**src/conflict_timer.sv**
```systemverilog
// shared constants of the signal conflict monitor and its qualification timer
// ================================================================
// constants
package cm_pkg;
   localparam int NCH    = 12;
   localparam int ADDR_W = 8;
   localparam int DATA_W = 32;
   localparam int MS_W   = 14;
   localparam int PRE_W  = 16;

   // register offsets
   localparam logic [ADDR_W-1:0] REG_CTRL    = 8'h00;
   localparam logic [ADDR_W-1:0] REG_STATUS  = 8'h04;
   localparam logic [ADDR_W-1:0] REG_REDFAIL = 8'h08;
   localparam logic [ADDR_W-1:0] REG_CLEAR   = 8'h0c;
   localparam logic [ADDR_W-1:0] REG_CONFL   = 8'h10;
   localparam logic [ADDR_W-1:0] REG_OVERLAP = 8'h14;
   localparam logic [1:0]        COMPAT_PAGE = 2'h1;   // 0x40..0x6c, one row per channel

   // control register fields
   localparam int CTRL_MINCLR_BIT = 0;
   localparam int CTRL_WDOG_BIT   = 1;
   localparam int CTRL_GWY_BIT    = 2;
   localparam int CTRL_VSRED_BIT  = 3;
   localparam int CTRL_FSEL_LSB   = 4;
   localparam logic [3:0] OPT_RST   = 4'hf;
   localparam logic [3:0] FSEL_RST  = 4'h5;
   localparam int CLEAR_MANUAL_BIT = 0;

   // status register fields
   localparam int ST_CONFLICT = 0;
   localparam int ST_REDFAIL  = 1;
   localparam int ST_MINCLR   = 2;
   localparam int ST_WDOG     = 3;
   localparam int ST_GWY      = 4;
   localparam int ST_VSRED    = 5;
   localparam int ST_HEALTH   = 6;
   localparam int ST_SUPPLY   = 7;
   localparam int ST_CHAIN    = 8;
   localparam int ST_MAINS    = 9;
   localparam int ST_MINFLASH = 10;
   localparam int ST_PERMIT   = 11;
   localparam int ST_HALT     = 12;
   localparam int ST_SYSRST   = 13;
   localparam int ST_CARRY    = 14;

   // synchroniser vector layout
   localparam int SY_RED    = 0;
   localparam int SY_YEL    = 12;
   localparam int SY_GRN    = 24;
   localparam int SY_WALK   = 36;
   localparam int SY_HEALTH = 48;
   localparam int SY_SUPPLY = 49;
   localparam int SY_CHAIN  = 50;
   localparam int SY_MAINS  = 51;
   localparam int SY_TOGGLE = 52;
   localparam int SY_MANUAL = 53;
   localparam int SY_CARRY  = 54;
   localparam int SYNC_W    = 55;

   // timing, times in ms, counts in 1 ms ticks
   localparam int CLK_HZ          = 40_000_000;
   localparam int TICK_HZ         = 1000;
   localparam int TICK_CYCLES     = CLK_HZ / TICK_HZ;
   localparam int CONFLICT_MS     = 325;
   localparam int REDFAIL_MS      = 850;
   localparam int MAINS_MS        = 850;
   localparam int OVERLAP_MS      = 850;
   localparam int MINCLR_MS       = 2700;
   localparam int SYSRST_MS       = 2500;
   localparam int WDOG_MS         = 1000;
   localparam int FSEL_STEP_MS    = 1000;
   localparam int FLASH_MAX_MS    = 15000;
   localparam int CONFLICT_TICKS  = CONFLICT_MS * TICK_HZ / 1000;
   localparam int REDFAIL_TICKS   = REDFAIL_MS * TICK_HZ / 1000;
   localparam int MAINS_TICKS     = MAINS_MS * TICK_HZ / 1000;
   localparam int OVERLAP_TICKS   = OVERLAP_MS * TICK_HZ / 1000;
   localparam int MINCLR_TICKS    = MINCLR_MS * TICK_HZ / 1000;
   localparam int SYSRST_TICKS    = SYSRST_MS * TICK_HZ / 1000;
   localparam int WDOG_TICKS      = WDOG_MS * TICK_HZ / 1000;
   localparam int FSEL_STEP_TICKS = FSEL_STEP_MS * TICK_HZ / 1000;
   localparam int FLASH_MAX_TICKS = FLASH_MAX_MS * TICK_HZ / 1000;
endpackage

// ================================================================
// qualification timer: fire stands once cond held LIMIT ticks unbroken
module conflict_timer
   import cm_pkg::*;
#(
   parameter int LIMIT = 850,
   parameter int W     = MS_W
) (
   input  wire logic clk,    // system clock
   input  wire logic srst,   // sync reset
   input  wire logic ce,     // clock enable
   input  wire logic tick,   // 1 ms tick
   input  wire logic cond,   // condition under test
   output logic      fire    // condition qualified
);
   typedef struct packed {
      logic [W-1:0] cnt;
   } tstate_t;

   tstate_t st;
   tstate_t next_st;

   always_comb begin
      next_st = st;
      if (!cond) begin
         next_st.cnt = '0;   // any gap restarts qualification
      end else if (tick && st.cnt != W'(LIMIT)) begin
         next_st.cnt = st.cnt + W'(1);
      end
   end

   always_ff @(posedge clk) begin
      if (srst) begin
         st <= '0;
      end else if (ce) begin
         st <= next_st;
      end
   end

   assign fire = cond && (st.cnt == W'(LIMIT));
endmodule

```
**src/signal_conflict_monitor.sv**
```systemverilog
// signal conflict monitor: field checks, fault latching, run permit and halt
// ================================================================
//
// Local design decisions: the register addresses and strobed register access.
module signal_conflict_monitor
   import cm_pkg::*;
#(
   parameter int TICK_DIV = TICK_CYCLES
) (
   input  wire logic              clk,            // 40 MHz system clock
   input  wire logic              srst,           // sync reset, active high
   input  wire logic              ce,             // clock enable, freezes all state
   input  wire logic [NCH-1:0]    redIn,          // red field outputs
   input  wire logic [NCH-1:0]    yellowIn,       // yellow field outputs
   input  wire logic [NCH-1:0]    greenIn,        // green field outputs
   input  wire logic [NCH-1:0]    walkIn,         // walk field outputs
   input  wire logic              controllerHealthSignalN, // low while controller healthy
   input  wire logic              supplySense,    // 24 V supply present
   input  wire logic              cardChainSense, // 24 V card chain intact
   input  wire logic              mainsLow,       // mains below threshold
   input  wire logic              ctlToggle,      // controller square wave
   input  wire logic              manualResetIn,  // front panel reset button
   input  wire logic              faultCarryIn,   // stored failed state from before power loss
   input  wire logic [ADDR_W-1:0] addr,           // register address
   input  wire logic [DATA_W-1:0] wrData,         // register write data
   input  wire logic              wrEn,           // write strobe
   input  wire logic              rdEn,           // read strobe
   output logic      [DATA_W-1:0] rdData,         // read data, cycle after rdEn
   output logic                   runPermit,      // run-permit relay, high energised
   output logic                   phaseHalt,      // halt phase timing
   output logic                   sysReset,       // system reset to assembly
   output logic                   faultCarryOut   // failed state to keep across power loss
);
   typedef struct packed {
      logic [SYNC_W-1:0]             sync1;
      logic [SYNC_W-1:0]             sync2;
      logic [PRE_W-1:0]              pre;
      logic                          tick;
      logic [MS_W-1:0]               upMs;
      logic [1:0]                    armCnt;
      logic [3:0]                    opt;
      logic [3:0]                    flashSel;
      logic [NCH-1:0][NCH-1:0]       compat;
      logic [NCH-1:0]                prevGreen;
      logic [NCH-1:0][MS_W-1:0]      sinceEnd;
      logic                          prevToggle;
      logic [MS_W-1:0]               wdogMs;
      logic                          prevManual;
      logic [NCH-1:0]                conflictLat;
      logic [NCH-1:0]                redFailLat;
      logic [NCH-1:0]                gwyLat;
      logic [NCH-1:0]                vsRedLat;
      logic                          minClrLat;
      logic                          wdogLat;
      logic                          carryLat;
      logic                          runPermit;
      logic                          phaseHalt;
      logic                          sysReset;
      logic                          faultCarryOut;
      logic [DATA_W-1:0]             rdData;
   } state_t;

   state_t st;
   state_t next_st;

   // ================================================================
   // synchronised views
   logic [NCH-1:0] red;
   logic [NCH-1:0] yel;
   logic [NCH-1:0] grn;
   logic [NCH-1:0] walk;
   logic [NCH-1:0] nonRed;
   logic [NCH-1:0][NCH-1:0] pairOk;
   logic [NCH-1:0] conflictCond;
   logic [NCH-1:0] conflictFire;
   logic [NCH-1:0] redFailFire;
   logic [NCH-1:0] gwyFire;
   logic [NCH-1:0] vsRedFire;
   logic [NCH-1:0] clrViol;
   logic           mainsFire;

   assign red    = st.sync2[SY_RED  +: NCH];
   assign yel    = st.sync2[SY_YEL  +: NCH];
   assign grn    = st.sync2[SY_GRN  +: NCH];
   assign walk   = st.sync2[SY_WALK +: NCH];
   assign nonRed = grn | yel | walk;

   // ================================================================
   // per-channel checks
   genvar gi;
   genvar gj;
   generate
      for (gi = 0; gi < NCH; gi++) begin : g_ch
         logic [NCH-1:0] clash;
         logic [NCH-1:0] early;
         for (gj = 0; gj < NCH; gj++) begin : g_pair
            if (gi == gj) begin : g_self
               assign pairOk[gi][gj] = 1'b1;
            end else begin : g_other
               assign pairOk[gi][gj] = st.compat[gi][gj] | st.compat[gj][gi];
            end
            assign clash[gj] = nonRed[gj] & ~pairOk[gi][gj];
            // other channel's green ended too recently
            assign early[gj] = ~pairOk[gi][gj] & (st.sinceEnd[gj] < MS_W'(MINCLR_TICKS));
         end
         assign conflictCond[gi] = nonRed[gi] & (|clash);
         assign clrViol[gi] = st.opt[CTRL_MINCLR_BIT] & grn[gi] & ~st.prevGreen[gi]
                              & (|early);

         conflict_timer #(.LIMIT(CONFLICT_TICKS), .W(MS_W)) u_conflict (
            .clk  (clk),
            .srst (srst),
            .ce   (ce),
            .tick (st.tick),
            .cond (conflictCond[gi]),
            .fire (conflictFire[gi])
         );
         conflict_timer #(.LIMIT(REDFAIL_TICKS), .W(MS_W)) u_redfail (
            .clk  (clk),
            .srst (srst),
            .ce   (ce),
            .tick (st.tick),
            .cond (~(nonRed[gi] | red[gi])),
            .fire (redFailFire[gi])
         );
         conflict_timer #(.LIMIT(OVERLAP_TICKS), .W(MS_W)) u_gwy (
            .clk  (clk),
            .srst (srst),
            .ce   (ce),
            .tick (st.tick),
            .cond (st.opt[CTRL_GWY_BIT] & (grn[gi] | walk[gi]) & yel[gi]),
            .fire (gwyFire[gi])
         );
         conflict_timer #(.LIMIT(OVERLAP_TICKS), .W(MS_W)) u_vsred (
            .clk  (clk),
            .srst (srst),
            .ce   (ce),
            .tick (st.tick),
            .cond (st.opt[CTRL_VSRED_BIT] & nonRed[gi] & red[gi]),
            .fire (vsRedFire[gi])
         );
      end
   endgenerate

   conflict_timer #(.LIMIT(MAINS_TICKS), .W(MS_W)) u_mains (
      .clk  (clk),
      .srst (srst),
      .ce   (ce),
      .tick (st.tick),
      .cond (st.sync2[SY_MAINS]),
      .fire (mainsFire)
   );

   // ================================================================
   // next state
   always_comb begin
      logic           manualClr;
      logic           anyLatched;
      logic           liveFault;
      logic           flashDone;
      logic           togEdge;
      logic [MS_W-1:0] flashLimit;
      logic [DATA_W-1:0] status;
      manualClr  = 1'b0;
      anyLatched = 1'b0;
      liveFault  = 1'b0;
      flashDone  = 1'b0;
      togEdge    = 1'b0;
      flashLimit = '0;
      status     = '0;
      next_st = st;

      // two flops on every pin except the register bus
      next_st.sync1 = {faultCarryIn, manualResetIn, ctlToggle, mainsLow, cardChainSense,
                       supplySense, controllerHealthSignalN, walkIn, greenIn, yellowIn, redIn};
      next_st.sync2 = st.sync1;

      // single 1 ms timebase
      next_st.tick = 1'b0;
      if (st.pre >= PRE_W'(TICK_DIV - 1)) begin
         next_st.pre  = '0;
         next_st.tick = 1'b1;
      end else begin
         next_st.pre = st.pre + PRE_W'(1);
      end
      if (st.tick && st.upMs != MS_W'(FLASH_MAX_TICKS)) begin
         next_st.upMs = st.upMs + MS_W'(1);
      end

      // clearance interval per channel
      next_st.prevGreen = grn;
      for (int i = 0; i < NCH; i++) begin
         if (grn[i]) begin
            next_st.sinceEnd[i] = MS_W'(MINCLR_TICKS);
         end else if (st.prevGreen[i]) begin
            next_st.sinceEnd[i] = '0;
         end else if (st.tick && st.sinceEnd[i] != MS_W'(MINCLR_TICKS)) begin
            next_st.sinceEnd[i] = st.sinceEnd[i] + MS_W'(1);
         end
      end

      // watchdog; counter parked while option is off so enabling never trips at once
      next_st.prevToggle = st.sync2[SY_TOGGLE];
      togEdge = st.sync2[SY_TOGGLE] ^ st.prevToggle;
      if (!st.opt[CTRL_WDOG_BIT] || togEdge) begin
         next_st.wdogMs = '0;
      end else if (st.tick && st.wdogMs != MS_W'(WDOG_TICKS)) begin
         next_st.wdogMs = st.wdogMs + MS_W'(1);
      end

      // manual reset from button edge or register
      next_st.prevManual = st.sync2[SY_MANUAL];
      manualClr = st.sync2[SY_MANUAL] & ~st.prevManual;
      if (wrEn && addr == REG_CLEAR && wrData[CLEAR_MANUAL_BIT]) begin
         manualClr = 1'b1;
      end

      // latched faults: a new set wins over a clear in the same cycle
      next_st.conflictLat = (manualClr ? '0 : st.conflictLat) | conflictFire;
      next_st.redFailLat  = (manualClr ? '0 : st.redFailLat) | redFailFire;
      next_st.gwyLat      = (manualClr ? '0 : st.gwyLat) | gwyFire;
      next_st.vsRedLat    = (manualClr ? '0 : st.vsRedLat) | vsRedFire;
      next_st.minClrLat   = (st.minClrLat & ~manualClr) | (|clrViol);
      next_st.wdogLat     = (st.wdogLat & ~manualClr)
                            | (st.opt[CTRL_WDOG_BIT] && st.wdogMs == MS_W'(WDOG_TICKS));

      // carried failure picked up once the pin synchroniser has filled
      if (st.armCnt != 2'h3) begin
         next_st.armCnt = st.armCnt + 2'h1;
      end
      next_st.carryLat = st.carryLat & ~manualClr;
      if (st.armCnt == 2'h2 && st.sync2[SY_CARRY]) begin
         next_st.carryLat = 1'b1;
      end

      anyLatched = (|st.conflictLat) | (|st.redFailLat) | (|st.gwyLat) | (|st.vsRedLat)
                   | st.minClrLat | st.wdogLat | st.carryLat;
      // baseline non-latching checks, not gated by any option
      liveFault = st.sync2[SY_HEALTH]
                  | ~st.sync2[SY_SUPPLY]
                  | ~st.sync2[SY_CHAIN]
                  | mainsFire;

      flashLimit = MS_W'(FSEL_STEP_TICKS) * MS_W'(st.flashSel);
      flashDone  = st.upMs >= flashLimit;

      next_st.runPermit     = ~anyLatched & ~liveFault & flashDone;
      next_st.phaseHalt     = anyLatched | liveFault;
      next_st.sysReset      = st.upMs < MS_W'(SYSRST_TICKS);
      next_st.faultCarryOut = anyLatched;

      // register writes
      if (wrEn && addr == REG_CTRL) begin
         next_st.opt      = wrData[3:0];
         next_st.flashSel = wrData[CTRL_FSEL_LSB +: 4];
      end
      if (wrEn && addr[7:6] == COMPAT_PAGE && addr[5:2] < 4'(NCH)) begin
         next_st.compat[addr[5:2]] = wrData[NCH-1:0];
      end

      // register reads, data only in the cycle after the strobe
      status[ST_CONFLICT] = |st.conflictLat;
      status[ST_REDFAIL]  = |st.redFailLat;
      status[ST_MINCLR]   = st.minClrLat;
      status[ST_WDOG]     = st.wdogLat;
      status[ST_GWY]      = |st.gwyLat;
      status[ST_VSRED]    = |st.vsRedLat;
      status[ST_HEALTH]   = st.sync2[SY_HEALTH];
      status[ST_SUPPLY]   = ~st.sync2[SY_SUPPLY];
      status[ST_CHAIN]    = ~st.sync2[SY_CHAIN];
      status[ST_MAINS]    = mainsFire;
      status[ST_MINFLASH] = ~flashDone;
      status[ST_PERMIT]   = st.runPermit;
      status[ST_HALT]     = st.phaseHalt;
      status[ST_SYSRST]   = st.sysReset;
      status[ST_CARRY]    = st.carryLat;
      next_st.rdData = '0;
      if (rdEn) begin
         if (addr == REG_CTRL) begin
            next_st.rdData = {24'h000000, st.flashSel, st.opt};
         end else if (addr == REG_STATUS) begin
            next_st.rdData = status;
         end else if (addr == REG_REDFAIL) begin
            next_st.rdData = {20'h00000, st.redFailLat};
         end else if (addr == REG_CONFL) begin
            next_st.rdData = {20'h00000, st.conflictLat};
         end else if (addr == REG_OVERLAP) begin
            next_st.rdData = {8'h00, st.vsRedLat, st.gwyLat};
         end else if (addr[7:6] == COMPAT_PAGE && addr[5:2] < 4'(NCH)) begin
            next_st.rdData = {20'h00000, st.compat[addr[5:2]]};
         end
      end
   end

   // ================================================================
   // state register
   always_ff @(posedge clk) begin
      if (srst) begin
         st          <= '0;
         st.opt      <= OPT_RST;
         st.flashSel <= FSEL_RST;
         st.sinceEnd <= {NCH{MS_W'(MINCLR_TICKS)}};
         st.phaseHalt <= 1'b1;
         st.sysReset <= 1'b1;
      end else if (ce) begin
         st <= next_st;
      end
   end

   assign rdData        = st.rdData;
   assign runPermit     = st.runPermit;
   assign phaseHalt     = st.phaseHalt;
   assign sysReset      = st.sysReset;
   assign faultCarryOut = st.faultCarryOut;
endmodule

```
**config.mk**
```make
export PLATFORM = sky130hd
export DESIGN_NAME = signal_conflict_monitor
export DESIGN_NICKNAME = d
export VERILOG_FILES = /design/src/conflict_timer.sv /design/src/signal_conflict_monitor.sv
export SDC_FILE = /design/constraint.sdc
export NUM_CORES = 2
export LEC_CHECK = 0
export ABC_AREA = 0
export BUFFER_PORTS_ARGS = -buffer_cell sky130_fd_sc_hd__buf_2
export CORE_MARGIN = 10
export CORE_UTILIZATION = 65
export CTS_BUF_LIST = sky130_fd_sc_hd__clkbuf_4 sky130_fd_sc_hd__clkbuf_8
export CTS_CLUSTER_DIAMETER = 150
export CTS_CLUSTER_SIZE = 25
export DETAILED_ROUTE_END_ITERATION = 7
export PLACE_DENSITY = 0.89
export SLEW_MARGIN = 30
export SYNTH_ARGS = -nofsm -noshare
export SYNTH_HDL_FRONTEND = slang
export SYNTH_HIERARCHICAL = 1
export SYNTH_SLANG_ARGS = --single-unit
```
**constraint.sdc**
```tcl
create_clock -name clk -period 8.2 [get_ports clk]
set_clock_uncertainty 0.15 [all_clocks]
set_input_delay 0.82 -clock clk [delete_from_list [all_inputs] [get_ports clk]]
set_output_delay 0.82 -clock clk [all_outputs]
set_load 0.02 [all_outputs]
```
==> impl_results.md <==
* Placed cell areas at 66,380 µm²
* Hold path start: manualResetIn
* Fin crit period at 4515 ps
* Pin count of the biggest net entering global routing at 197
* Final setup margin at 3685 ps
* Buf/Inv on CP at 2
* Reg-to-reg setup timing slack at 3690 ps
* Routed length per instance at 19.85 µm
* Syn_area_per_cell at 8.383 µm²
* GR peak layer: met2
* Worst setup EP type: flip-flop
* Most area-consuming cells after synthesis: dfxtp_1 (38%), a21oi_1 (5.1%), nor2_1 (4.6%), nand2_1 (3.8%), xor2_1 (3.0%)
* RSZ-0062 raised after global routing: false
* Worst path max stage delay at 670 ps
* DRC at 21
* Hold path endpoint: next_st[521]
* WP data arrival at 5110 ps
* Routed vias at 60,680
* Power Total at 9.637 mW
* Period utilization at 55.06%
* First-pass GRT wire length at 286,400 µm
* TritonCTS clock tree: done
* Initial antenna violation count at 15
* Core Rows at 116
* Total wire length at 178,300 µm
* Worst r2r dst: rdData[10]
* Layout cells sized above 1 at 6.069%
* PortBufs at 107
* Post-synth top area cell: dfxtp_1
* Final instance area at 67,270 µm²
* Largest delay share family, worst path: adder cells
* Clk_lat worst skew at 870 ps
* Cells resized by post-CTS repair at 0
* Static Leak at 23.73 nW
* Actual slew at the worst max-slew pin at 1078 ps
* Startpoint Class: flip-flop
* Placeable core area at 100,300 µm²
* Placer Congestion at 1.019
* Area Growth Syn to Fin at 2.262%
* CTS root buf: clkbuf_8
* Mapped Cells at 7,847
* Final ANT Viol Nets at 0
* Pwr per Cell Area at 143.3 nW/µm²
* Worst EP required at 8800 ps
* Cell area after synthesis at 65,780 µm²
* Ys flop type: dfxtp_1
* Post-CTS Hold Fix Bufs at 0
* Hold violation total from the final report at 0
* Asr flop ratio synth at 0%
* Final setup viols at 0
* Cell mode on critical path: a21oi_1
* GRT Resource Usage Total at 29.14%
* Clk sinks at 1,256
* Post-DP HPWL at 124,500 µm
* Via-per-instance ratio at 6.757
* Max_slew headroom at 28.15%
* Pre-CTS setup slack at 3754 ps
* Initial Util at 65.59%
* First DRT Iteration DRCs at 6,796
* Max IR drop VDD at 0.0001283 V
* Setup TNS at 0 ps
* Crit-path cells: fa_1 -> inv_1 -> fa_1 -> inv_1 -> ha_1 -> a21oi_1 -> o21bai_1 -> a21oi_1 -> o21ai_0 -> a21oi_1 -> xor2_1 -> ha_1 -> nand4_1 -> a21oi_1 -> or4_1 -> a221oi_1
* Library cells used by synthesis at 89
* Nets@finish at 7,872
* H-Tree Depth at 2
* Chip Width at 338.1 µm
* Number of global-route vias before repair at 55,870
* Clock transition at path regs at 160 ps
* Post-CTS Setup Bufs at 0
* Met1 Resource Use GR at 37.64%
* WHS Path Cells at 3
* Post-synth EDFFs at 0
* Worst r2r path cells at 16
* Failing checks: design-rule violations
* Fmax at 221.5 MHz
* Met2 usage at 47.22%
* Number of synthesized register bits at 1,256
* FILL cells at 7,922
* Die H at 338.1 µm
* Cts bufs inserted at 56
* Critical path class: flip-flop to flip-flop
* Hold crit path type: primary input to flip-flop
* Seq/Total Area, Yosys at 38.23%
* Yosys top cell area share at 38.23%
* Die Footprint at 114,300 µm²
* Pre-Repair DR Iteration Count at 8
* Final core occ at 67.07%
* I/O pin cnt at 136
* Yosys warnings at 6
* Status: complete, but fails checks
* Bufs on Longest Clock Path at 3
* Worst Path Max Fanout at 8
* Met3 usage at 4.970%
* GRT overflow at 0
* Worst R2R Start: st[429]
* CP max-delay cell: fa_1
* Max cap viols at 0
* Slew Viols, Final at 0
==> how the worst max path moves through the flow <==
stage               slack [ps]  depth (start not counted)  startpoint         end
finish                    3690                         16     st[429]  rdData[10]
global route              3460                         16     st[429]  rdData[10]
CTS                       3710                         16     st[429]  rdData[10]
detailed placement        3750                         16     st[429]  rdData[10]
global placement          3830                         16     st[429]  rdData[10]
floorplan                 4110                         16     st[428]  rdData[10]
==> power breakdown <==
| group | leakage [nW] | internal (mW) | switching [mW] |
|---|---|---|---|
| clock | 0.436 | 0.672 | 1.86 |
| sequential | 10.1 | 6.16 | 0.0686 |
| combinational | 13.1 | 0.262 | 0.614 |
| total | 23.7 | 7.09 | 2.54 |
==> synth_stat cells, drive strengths merged (15+ instances only) <==
| cell type | count |
|---|---|
| a211o | 39 |
| a211oi | 19 |
| a21o | 53 |
| a21oi | 664 |
| a221oi | 15 |
| a222oi | 20 |
| a22o | 15 |
| a22oi | 130 |
| a31o | 48 |
| a31oi | 24 |
| and2 | 74 |
| and3 | 186 |
| and3b | 37 |
| and4 | 107 |
| buf | 170 |
| clkbuf | 279 |
| dfxtp | 1256 |
| ha | 154 |
| inv | 185 |
| mux2i | 179 |
| mux4 | 36 |
| nand2 | 711 |
| nand2b | 79 |
| nand3 | 411 |
| nand3b | 17 |
| nand4 | 239 |
| nor2 | 801 |
| nor2b | 17 |
| nor3 | 101 |
| nor4 | 96 |
| nor4bb | 86 |
| o211ai | 134 |
| o21ai | 337 |
| o31ai | 195 |
| o41ai | 16 |
| or2 | 35 |
| or3 | 205 |
| or4 | 263 |
| xnor2 | 28 |
| xor2 | 225 |
==> worst min-delay path, delay by kind of cell <==
family | cells | cell delay [ps]
AND/OR/NAND/NOR | 1 | 80
buffers and inverters | 1 | 80
multiplexers | 1 | 60
==> sequential cells by signal, indices dropped and copies added (netlist names), 12 cells and up <==
signal	flops
st	461
g_ch.u_conflict/st	168
g_ch.u_gwy/st	168
g_ch.u_redfail/st	168
g_ch.u_vsred/st	168
next_st	57
rdData	24
u_mains/st	14
grn	12
red	12
==> stage by stage <==
stage	cells	hold WS, ps
2_1_floorplan	7854	276.3
3_3_place_gp	8909	285.5
3_5_place_dp	8909	292.7
4_1_cts	8969	24.06
5_1_grt	8974	53.61
6_report	8981	59.29
==> area by class of cell <==
type                            count  area (µm²)  share of cell area, %
Antenna cell                       11       27.53                0.04092
Timing Repair Buffer              148       923.4                  1.373
Multi-Input combinational cell   5963       37930                  56.39
Inverter                          186       698.2                  1.038
Sequential cell                  1256       25150                  37.39
Clock buffer                       58       792.0                  1.177
Clock inverter                      2       46.29                0.06882
Tap cell                         1357        1698                  2.524
==> layout by cell type, fill, tap and decap left out, types with 94 or more instances in the layout <==
cell type     n
nor2_1      800
or3_1       203
a21oi_1     663
xor2_1      225
o211ai_1    134
o31ai_1     195
nand2_1     673
o21ai_0     286
dfxtp_1    1255
ha_1        154
mux2i_1     179
buf_2       104
nand3_1     362
nand4_1     239
nor4_1       94
and3_1      148
inv_1       185
nor3_1       98
a22oi_1     130
or4_1       262
==> routing by layer <==
metal | vias to the layer above | share of wire, %
met5 | - | 0.036
met4 | 10 | 5.1
met3 | 574 | 8.8
met2 | 2617 | 46
met1 | 29040 | 41
li1 | 28450 | -
==> cell families after synthesis <==
kind of cell,after synthesis,share of synthesized area (%)
XOR/XNOR,253,3.369
multiplexers,215,3.956
AND/OR/NAND/NOR,3512,29.65
other,1,0.005701
adder cells (fa/ha/maj),161,3.142
flip-flops,1256,38.23
AO/OA/AOI/OAI,1814,17.40
buffers and inverters,635,4.251
(Power assumes the default switching activity.)
